===== config.mk =====
export PLATFORM = sky130hd
export DESIGN_NAME = fxr_device_flat
export DESIGN_NICKNAME = d
export VERILOG_FILES = /design/src/verilog/fxr_pkg.sv /design/src/verilog/fxr_link_if.sv /design/src/verilog/fxr_device.sv /design/src/flat_wrapper.sv
export SDC_FILE = /design/constraint.sdc
export NUM_CORES = 1
export LEC_CHECK = 0
export BUFFER_PORTS_ARGS = -buffer_cell sky130_fd_sc_hd__buf_2
export CORE_MARGIN = 10
export CORE_UTILIZATION = 52
export CTS_CLUSTER_SIZE = 8
export DETAILED_ROUTE_END_ITERATION = 7
export PLACE_DENSITY_LB_ADDON = 0.15
export SYNTH_ARGS = -nofsm -noshare
export SYNTH_HDL_FRONTEND = slang
export SYNTH_SLANG_ARGS = --single-unit
export TNS_END_PERCENT = 50

===== constraint.sdc =====
create_clock -name i_core_clk -period 1.87 [get_ports i_core_clk]
set_clock_uncertainty 0.05 [all_clocks]
set_input_delay 0.374 -clock i_core_clk [delete_from_list [all_inputs] [get_ports i_core_clk]]
set_output_delay 0.374 -clock i_core_clk [all_outputs]
set_load 0.1 [all_outputs]

===== src/verilog/fxr_pkg.sv =====
// shared constants and types for the extended read register link
package fxr_pkg;
   // extended read register layout
   localparam logic [7:0] EXT_REG_RESET  = 8'hf0;
   localparam int         EXT_WIP_BIT    = 0;
   localparam int         EXT_PROT_BIT   = 1;
   localparam int         EXT_PROG_BIT   = 2;
   localparam int         EXT_ERASE_BIT  = 3;
   localparam int         EXT_RSVD_BIT   = 4;
   localparam int         EXT_ODS_LSB    = 5;
   localparam logic [2:0] ODS_RESET      = 3'h7;
   localparam logic       RSVD_VALUE     = 1'b1;

   // opcodes
   localparam logic [7:0] OP_SET_EXT_NV   = 8'h85;
   localparam logic [7:0] OP_SET_EXT_V    = 8'h83;
   localparam logic [7:0] OP_READ_EXT     = 8'h81;
   localparam logic [7:0] OP_CLEAR_EXT    = 8'h82;
   localparam logic [7:0] OP_SOFT_RESET   = 8'h99;
   localparam logic [7:0] OP_FAST_RD_A    = 8'h0b;
   localparam logic [7:0] OP_FAST_RD_B    = 8'h0c;
   localparam logic [7:0] OP_FAST_DTR_A   = 8'h0d;
   localparam logic [7:0] OP_FAST_DTR_B   = 8'h0e;
   localparam logic [7:0] OP_UNIQUE_ID    = 8'h4b;
   localparam logic [7:0] OP_PARAM_TABLE  = 8'h5a;
   localparam logic [7:0] OP_INFO_ROW     = 8'h68;
   localparam logic [7:0] OP_DUAL_OUT_A   = 8'h3b;
   localparam logic [7:0] OP_DUAL_OUT_B   = 8'h3c;
   localparam logic [7:0] OP_QUAD_OUT_A   = 8'h6b;
   localparam logic [7:0] OP_QUAD_OUT_B   = 8'h6c;
   localparam logic [7:0] OP_DUAL_IO_A    = 8'hbb;
   localparam logic [7:0] OP_DUAL_IO_B    = 8'hbc;
   localparam logic [7:0] OP_DUAL_DTR_A   = 8'hbd;
   localparam logic [7:0] OP_DUAL_DTR_B   = 8'hbe;
   localparam logic [7:0] OP_QUAD_IO_A    = 8'heb;
   localparam logic [7:0] OP_QUAD_IO_B    = 8'hec;
   localparam logic [7:0] OP_QUAD_DTR_A   = 8'hed;
   localparam logic [7:0] OP_QUAD_DTR_B   = 8'hee;

   // default dummy clocks
   localparam logic [3:0] DUMMY_NONE     = 4'h0;
   localparam logic [3:0] DUMMY_FOUR     = 4'h4;
   localparam logic [3:0] DUMMY_SIX      = 4'h6;
   localparam logic [3:0] DUMMY_EIGHT    = 4'h8;

   // link timing
   localparam int CORE_PERIOD_NS = 4;
   localparam int LINK_PERIOD_NS = 48;
   localparam int LINK_HALF_CYC  = LINK_PERIOD_NS / (2 * CORE_PERIOD_NS);

   // controller register map
   localparam logic [7:0] REG_CMD    = 8'h00;
   localparam logic [7:0] REG_TXDATA = 8'h04;
   localparam logic [7:0] REG_RXDATA = 8'h08;
   localparam logic [7:0] REG_STATUS = 8'h0c;
   localparam logic [7:0] REG_MASK   = 8'h10;
   localparam int         CMD_HAS_DATA = 8;
   localparam int         CMD_HAS_READ = 9;
   localparam int         STS_DONE     = 0;
   localparam int         STS_ERROR    = 1;
   localparam int         STS_BUSY     = 2;

   typedef enum logic [4:0] {
      DEV_OFF  = 5'b00001,
      DEV_CMD  = 5'b00010,
      DEV_DATA = 5'b00100,
      DEV_SEND = 5'b01000,
      DEV_SKIP = 5'b10000
   } fxr_dev_state_e;

   typedef enum logic [2:0] {
      HST_IDLE = 3'b001,
      HST_XFER = 3'b010,
      HST_GAP  = 3'b100
   } fxr_hst_state_e;
endpackage


===== src/verilog/fxr_link_if.sv =====
// serial link between controller and device
`timescale 1ns/1ps
interface fxr_link_if;
   logic sck;
   logic cs_n;
   logic mosi;
   logic miso;
   logic miso_oe;

   modport ctrl (output sck, output cs_n, output mosi, input miso, input miso_oe);
   modport dev  (input sck, input cs_n, input mosi, output miso, output miso_oe);
endinterface


===== src/verilog/fxr_device.sv =====
// device end: command decode and extended read register
`timescale 1ns/1ps

module fxr_device (
   input  wire logic         i_core_clk,
   input  wire logic         i_rst,
   input  wire logic         i_ce,
   fxr_link_if.dev           link,
   input  wire logic         i_busy,
   input  wire logic         i_quad_mode,
   input  wire logic         i_low_voltage,
   input  wire logic         i_prog_fail,
   input  wire logic         i_erase_fail,
   input  wire logic         i_prog_protected,
   input  wire logic         i_erase_protected,
   output logic              o_cmd_strobe,
   output logic [7:0]        o_cmd_opcode,
   output logic [3:0]        o_dummy_cycles,
   output logic              o_cmd_refused,
   output logic              o_nv_write,
   output logic [2:0]        o_drive_strength,
   output logic [2:0]        o_nv_drive_strength,
   output logic [7:0]        o_ext_reg
);
   import fxr_pkg::*;

   typedef struct packed {
      fxr_dev_state_e st;
      logic           sck1;
      logic           sck2;
      logic           sck3;
      logic           cs1;
      logic           cs2;
      logic           mosi1;
      logic           mosi2;
      logic [2:0]     cnt;
      logic [7:0]     sh;
      logic [7:0]     op;
      logic [7:0]     tx;
      logic           miso;
      logic           miso_oe;
      logic [2:0]     ods_v;
      logic [2:0]     ods_nv;
      logic           err_erase;
      logic           err_prog;
      logic           err_prot;
      logic           write_in_progress;
      logic           cmd_stb;
      logic [3:0]     dummy;
      logic           refused;
      logic           nv_wr;
   } fxr_dev_s;

   fxr_dev_s r;
   fxr_dev_s next_r;

   // {refused, dummy} for an opcode in the current lane mode
   function automatic logic [4:0] decode(input logic [7:0] op, input logic quad, input logic lv);
      logic [4:0] res;
      res = {1'b0, DUMMY_NONE};
      case (op)
         OP_FAST_RD_A, OP_FAST_RD_B, OP_FAST_DTR_A, OP_FAST_DTR_B,
         OP_UNIQUE_ID, OP_PARAM_TABLE, OP_INFO_ROW: begin
            res = {1'b0, quad ? DUMMY_SIX : DUMMY_EIGHT};
         end
         OP_DUAL_OUT_A, OP_DUAL_OUT_B, OP_QUAD_OUT_A, OP_QUAD_OUT_B: begin
            res = {quad, DUMMY_EIGHT};
         end
         OP_DUAL_IO_A, OP_DUAL_IO_B: begin
            res = {quad, DUMMY_FOUR};
         end
         OP_DUAL_DTR_A, OP_DUAL_DTR_B: begin
            res = {quad, DUMMY_FOUR};
         end
         OP_QUAD_IO_A, OP_QUAD_IO_B, OP_QUAD_DTR_A, OP_QUAD_DTR_B: begin
            res = {quad & lv, DUMMY_SIX};
         end
         default: begin
            res = {1'b0, DUMMY_NONE};
         end
      endcase
      return res;
   endfunction

   logic       sck_rise;
   logic       sck_fall;
   logic [7:0] byte_in;
   logic [7:0] ext_now;
   logic [4:0] dec;
   logic       clear_err;
   logic       soft_rst;

   always_comb begin
      next_r    = r;
      sck_rise  = r.sck2 & ~r.sck3;
      sck_fall  = ~r.sck2 & r.sck3;
      byte_in   = {r.sh[6:0], r.mosi2};
      dec       = decode(byte_in, i_quad_mode, i_low_voltage);
      clear_err = 1'b0;
      soft_rst  = 1'b0;
      ext_now   = {r.ods_v, RSVD_VALUE, r.err_erase, r.err_prog, r.err_prot, r.write_in_progress};

      // sck edges compare the second and third stages; cs_n and mosi use only the second stage
      next_r.sck1    = link.sck;
      next_r.sck2    = r.sck1;
      next_r.sck3    = r.sck2;
      next_r.cs1     = link.cs_n;
      next_r.cs2     = r.cs1;
      next_r.mosi1   = link.mosi;
      next_r.mosi2   = r.mosi1;
      next_r.write_in_progress     = i_busy;
      next_r.cmd_stb = 1'b0;
      next_r.refused = 1'b0;
      next_r.nv_wr   = 1'b0;

      if (r.cs2) begin
         next_r.st      = DEV_OFF;
         next_r.miso_oe = 1'b0;
      end else begin
         case (r.st)
            DEV_OFF: begin
               next_r.st  = DEV_CMD;
               next_r.cnt = 3'h0;
            end
            DEV_CMD: begin
               if (sck_rise) begin
                  next_r.sh  = byte_in;
                  next_r.cnt = r.cnt + 3'h1;
                  if (r.cnt == 3'h7) begin
                     // every opcode is decoded whatever the error flags say
                     next_r.op      = byte_in;
                     next_r.cmd_stb = 1'b1;
                     next_r.dummy   = dec[3:0];
                     next_r.refused = dec[4];
                     next_r.st      = DEV_SKIP;
                     case (byte_in)
                        OP_SET_EXT_NV, OP_SET_EXT_V: begin
                           next_r.st = DEV_DATA;
                        end
                        OP_READ_EXT: begin
                           next_r.tx = ext_now;
                           next_r.st = DEV_SEND;
                        end
                        OP_CLEAR_EXT: begin
                           clear_err = 1'b1;
                        end
                        OP_SOFT_RESET: begin
                           soft_rst  = 1'b1;
                           clear_err = 1'b1;
                        end
                        default: begin
                           next_r.st = DEV_SKIP;
                        end
                     endcase
                  end
               end
            end
            DEV_DATA: begin
               if (sck_rise) begin
                  next_r.sh  = byte_in;
                  next_r.cnt = r.cnt + 3'h1;
                  if (r.cnt == 3'h7) begin
                     next_r.st = DEV_SKIP;
                     // status bits of the data byte are dropped
                     if (r.op == OP_SET_EXT_NV) begin
                        next_r.ods_nv = byte_in[EXT_ODS_LSB +: 3];
                        next_r.nv_wr  = 1'b1;
                     end else begin
                        next_r.ods_v  = byte_in[EXT_ODS_LSB +: 3];
                     end
                  end
               end
            end
            DEV_SEND: begin
               // change on the falling edge so the host samples a settled bit
               if (sck_fall) begin
                  next_r.miso    = r.tx[7];
                  next_r.miso_oe = 1'b1;
                  next_r.tx      = {r.tx[6:0], r.tx[7]};
               end
            end
            DEV_SKIP: begin
               next_r.st = DEV_SKIP;
            end
            default: begin
               next_r.st = DEV_OFF;
            end
         endcase
      end

      if (soft_rst) begin
         next_r.ods_v = r.ods_nv;
      end
      if (clear_err) begin
         next_r.err_erase = 1'b0;
         next_r.err_prog  = 1'b0;
         next_r.err_prot  = 1'b0;
      end
      // set after clear so a fault in the clearing cycle survives
      if (i_prog_protected | i_erase_protected) begin
         next_r.err_prot = 1'b1;
      end
      if (i_prog_fail | i_prog_protected) begin
         next_r.err_prog = 1'b1;
      end
      if (i_erase_fail | i_erase_protected) begin
         next_r.err_erase = 1'b1;
      end
   end

   always_ff @(posedge i_core_clk) begin
      if (i_rst) begin
         r         <= '0;
         r.st      <= DEV_OFF;
         r.sck1    <= 1'b0;
         r.sck2    <= 1'b0;
         r.sck3    <= 1'b0;
         r.cs1     <= 1'b1;
         r.cs2     <= 1'b1;
         r.ods_v   <= ODS_RESET;
         r.ods_nv  <= ODS_RESET;
      end else if (i_ce) begin
         r <= next_r;
      end
   end

   assign link.miso           = r.miso;
   assign link.miso_oe        = r.miso_oe;
   assign o_cmd_strobe        = r.cmd_stb;
   assign o_cmd_opcode        = r.op;
   assign o_dummy_cycles      = r.dummy;
   assign o_cmd_refused       = r.refused;
   assign o_nv_write          = r.nv_wr;
   assign o_drive_strength    = r.ods_v;
   assign o_nv_drive_strength = r.ods_nv;
   assign o_ext_reg           = {r.ods_v, RSVD_VALUE, r.err_erase, r.err_prog, r.err_prot, r.write_in_progress};
endmodule // fxr_device


===== src/flat_wrapper.sv =====
// flat-port wrapper written by rule: the top's interface ports become plain ports
module fxr_device_flat import fxr_pkg::*;
  (i_core_clk, i_rst, i_ce, i_busy, i_quad_mode, i_low_voltage, i_prog_fail, i_erase_fail, i_prog_protected, i_erase_protected, o_cmd_strobe, o_cmd_opcode, o_dummy_cycles, o_cmd_refused, o_nv_write, o_drive_strength, o_nv_drive_strength, o_ext_reg, link_sck, link_cs_n, link_mosi, link_miso, link_miso_oe);
  fxr_link_if link_i ();
  input  wire logic i_core_clk;
  input  wire logic i_rst;
  input  wire logic i_ce;
  input  wire logic i_busy;
  input  wire logic i_quad_mode;
  input  wire logic i_low_voltage;
  input  wire logic i_prog_fail;
  input  wire logic i_erase_fail;
  input  wire logic i_prog_protected;
  input  wire logic i_erase_protected;
  output logic o_cmd_strobe;
  output logic [7:0] o_cmd_opcode;
  output logic [3:0] o_dummy_cycles;
  output logic o_cmd_refused;
  output logic o_nv_write;
  output logic [2:0] o_drive_strength;
  output logic [2:0] o_nv_drive_strength;
  output logic [7:0] o_ext_reg;
  input wire logic [$bits(link_i.sck)-1:0] link_sck;
  input wire logic [$bits(link_i.cs_n)-1:0] link_cs_n;
  input wire logic [$bits(link_i.mosi)-1:0] link_mosi;
  output wire logic [$bits(link_i.miso)-1:0] link_miso;
  output wire logic [$bits(link_i.miso_oe)-1:0] link_miso_oe;
  assign link_i.sck = link_sck;
  assign link_i.cs_n = link_cs_n;
  assign link_i.mosi = link_mosi;
  assign link_miso = link_i.miso;
  assign link_miso_oe = link_i.miso_oe;
  fxr_device u_core (.i_core_clk(i_core_clk), .i_rst(i_rst), .i_ce(i_ce), .link(link_i), .i_busy(i_busy), .i_quad_mode(i_quad_mode), .i_low_voltage(i_low_voltage), .i_prog_fail(i_prog_fail), .i_erase_fail(i_erase_fail), .i_prog_protected(i_prog_protected), .i_erase_protected(i_erase_protected), .o_cmd_strobe(o_cmd_strobe), .o_cmd_opcode(o_cmd_opcode), .o_dummy_cycles(o_dummy_cycles), .o_cmd_refused(o_cmd_refused), .o_nv_write(o_nv_write), .o_drive_strength(o_drive_strength), .o_nv_drive_strength(o_nv_drive_strength), .o_ext_reg(o_ext_reg));
endmodule

==> flow_summary.json <==
{
  "netlist_instances": 358,
  "clkPwrFrac_pct": 36.7,
  "rows": 27,
  "ys_seq_elements": 56,
  "pwr-share-comb_pct": 8.0,
  "setup_viol": 0,
  "synth_area_leader_cell": "dfxtp_1",
  "die_area_mm2": 0.009399,
  "worstHoldStart": "link_mosi",
  "hold_path.class": "primary input to flop",
  "synth_cell_types": 63,
  "finalPower_mw": 2.202,
  "ys.warnings.count": 0,
  "worstSetupPathType": "flop to flop",
  "htreeDepth": 2,
  "synth_nets": 373,
  "cts_hold_buf": 0,
  "syn2layout_area_growth_pct": 13.98,
  "grt_use_total_pct": 15.08,
  "crit_fanout": 4,
  "drv_cap": 0,
  "seq_power_share_pct": 55.3,
  "clk_latency_ns": 0.31,
  "drc": 0,
  "grt_pass1_wl_um": 12410,
  "dr_total_vias": 2609,
  "root_buffer": "clkbuf_8",
  "diodes": 0,
  "synth_edf_count": 0,
  "syn_avg_cell_area_um2": 8.601,
  "synth_top_area_share_pct": 36.41,
  "switching_share_pct": 25.06,
  "gp_congestion": 0.9073,
  "io_pins": 44,
  "fmax_mhz": 548.8,
  "maxSlewViolCount": 0,
  "rrSetupSlack_ns": 0.05,
  "rr_startpoint": "u_core.r[43]$_SDFFE_PP0P_",
  "ys_seq_area_share_pct": 36.41,
  "cts_buffers": 5,
  "whs_ns": 0.2384,
  "regMostFlops": "u_core.r",
  "clock-sinks": 56,
  "synth_area_mm2": 0.003079,
  "nNetsFinal": 406,
  "p_int_mw": 1.650,
  "antenna_found_initial": 0,
  "r2r-end": "u_core.r[56]$_SDFFE_PP0P_",
  "crit_start": "u_core.r[43]$_SDFFE_PP0P_",
  "grt_setup_unrepaired": "true",
  "placement.cell_area_mm2": 0.003311,
  "p_sw_mw": 0.5517,
  "arrival_ns": 1.98,
  "dp_hpwl_um": 5529,
  "cts_tree": "built",
  "largest_register_ff_count": 18,
  "final_cells": 464,
  "final_area_mm2": 0.003510,
  "critPathCaptureType": "flop",
  "critPathLaunchType": "flop",
  "io_buffer_count": 41,
  "hold_violations": 0,
  "wl_per_cell_um": 15.92,
  "drive_gt1_share_pct": 30.36,
  "powerDensity_mw_per_mm2": 627.4,
  "placed_cells": 453,
  "ir_worst_vdd_mv": 0.3165,
  "reg2reg_depth": 9,
  "die_h_um": 96.95,
  "fin_crit_ns": 1.822,
  "leakagePower_nw": 1.409,
  "grt_max_degree": 21,
  "ys_async_sr_fraction_pct": 0,
  "routed_wl_um": 7386,
  "fin_crit_sh_pct": 97.43,
  "whs_path_depth": 3,
  "drt_first_iter_violations": 180,
  "grt_pass1_vias": 2504,
  "vias_per_cell": 5.623,
  "clk_pin_slew_ns": 0.10,
  "start_util_pct": 54.58,
  "die_x_um": 96.95,
  "worst-endpoint-required_ns": 2.03,
  "ant_nets": 0,
  "cts_buffer_depth": 2,
  "synth.area.top_cells": "dfxtp_1 (36%), buf_4 (7.1%), mux2i_1 (6.8%)",
  "status": "finished, final reports clean",
  "setup-tns-final_ns": 0,
  "core_mm2": 0.005642,
  "dr.pass1.iters": 4,
  "grt_overflow_total": 0,
  "hold_end": "u_core.next_r[46]$_SDFFE_PP0P_",
  "synth_ff_type": "dfxtp_1"
}
==> logic make-up after synthesis <==
| kind of cell | share of synthesized area (%) |
|---|---|
| adder cells (fa/ha/maj) | 0.8125 |
| multiplexers | 6.826 |
| flip-flops | 36.41 |
| AO/OA/AOI/OAI | 14.39 |
| AND/OR/NAND/NOR | 27.67 |
| buffers and inverters | 12.27 |
| XOR/XNOR | 1.382 |
| other | 0.2439 |
==> critical path, stage by stage (launching register included) <==
cell	delay (ns)
dfxtp_2	0.33
ha_1	0.19
ha_1	0.18
and3b_2	0.25
buf_8	0.13
nor4_4	0.17
nor3_2	0.11
buf_4	0.16
nand3_1	0.06
o21ai_0	0.08
==> worst max-delay path by stage <==
stage | to | slack, ns
3_5_place_dp | u_core.o_cmd_opcode[1]$_SDFFE_PP0P_ | -0.05
6_report | u_core.r[56]$_SDFFE_PP0P_ | 0.05
2_1_floorplan | u_core.o_dummy_cycles[3]$_SDFFE_PP0P_ | 0.05
3_3_place_gp | u_core.o_cmd_opcode[2]$_SDFFE_PP0P_ | -0.01
4_1_cts | u_core.r[56]$_SDFFE_PP0P_ | -0.01
5_1_grt | u_core.o_cmd_opcode[0]$_SDFFE_PP0P_ | -0.05
==> stage by stage <==
step	worst slack (ns)	util, %
after floorplan	0.04722	-
after global placement	-0.01029	58.68
after detailed placement	-0.05485	58.68
after CTS	-0.01354	60.79
after global routing	-0.05214	62.21
final	0.04797	62.21
==> Yosys cell counts, types with 3 or more instances <==
library cell  instances
o21ai_0              11
clkbuf_1              6
nor4_1                4
nor2_1               40
buf_4                29
nor2b_1               5
nand2_1              40
nand3_1              21
buf_6                 4
dfxtp_1              56
nor4b_1               3
xnor2_1               3
nand4_1               4
buf_2                14
a21oi_1              20
a311oi_1              6
mux2i_1              21
a22oi_1               5
inv_1                 5
nor3_1                4
o31ai_1               3
==> final cells by class <==
class / instances / area [um2]
Clock inverter: 3 / 42.54
Sequential cell: 56 / 1129
Tap cell: 72 / 90.09
Inverter: 5 / 18.77
Timing Repair Buffer: 80 / 534.3
Multi-Input combinational cell: 243 / 1627
Clock buffer: 5 / 68.82
Fill cell: 461 / 2132
==> routing by layer <==
metal / share of wire (%) / GRT usage (%) / vias up
li1: - / - / 1306
met1: 47 / 19.61 / 1217
met2: 45 / 23.82 / 74
met3: 6.0 / 3.691 / 12
met4: 1.7 / 4.735 / 0
met5: 0 / 0 / -
==> layout by cell type (no fill, tap or decap), types with 3 or more instances in the layout <==
cell	instances
a21oi_1	17
a21oi_2	3
a22oi_1	5
a311oi_1	6
buf_2	41
buf_4	35
clkbuf_8	5
dfxtp_1	50
dfxtp_2	6
inv_1	5
mux2i_1	21
nand2_1	40
nand3_1	19
nand4_1	4
nor2_1	40
nor2b_1	5
nor3_1	4
nor4_1	4
o21ai_0	11
o31ai_1	3
xnor2_1	3
==> power by group through the flow <==
stage                     sequential [mW]  combinational [mW]  clock (mW)
after detailed placement             1.25               0.173           0
after floorplan                      1.24               0.140           0
after global routing                 1.22               0.188       0.854
after CTS                            1.22               0.174       0.819
final                                1.22               0.176       0.808
after global placement               1.25               0.172           0
==> repair_timing <==
action,4_1_cts,5_1_grt
pin swaps,1,6
endpoints found under the setup margin,11,30
buffers inserted,0,3
resized for setup,2,17
(Power assumes the default switching activity.)
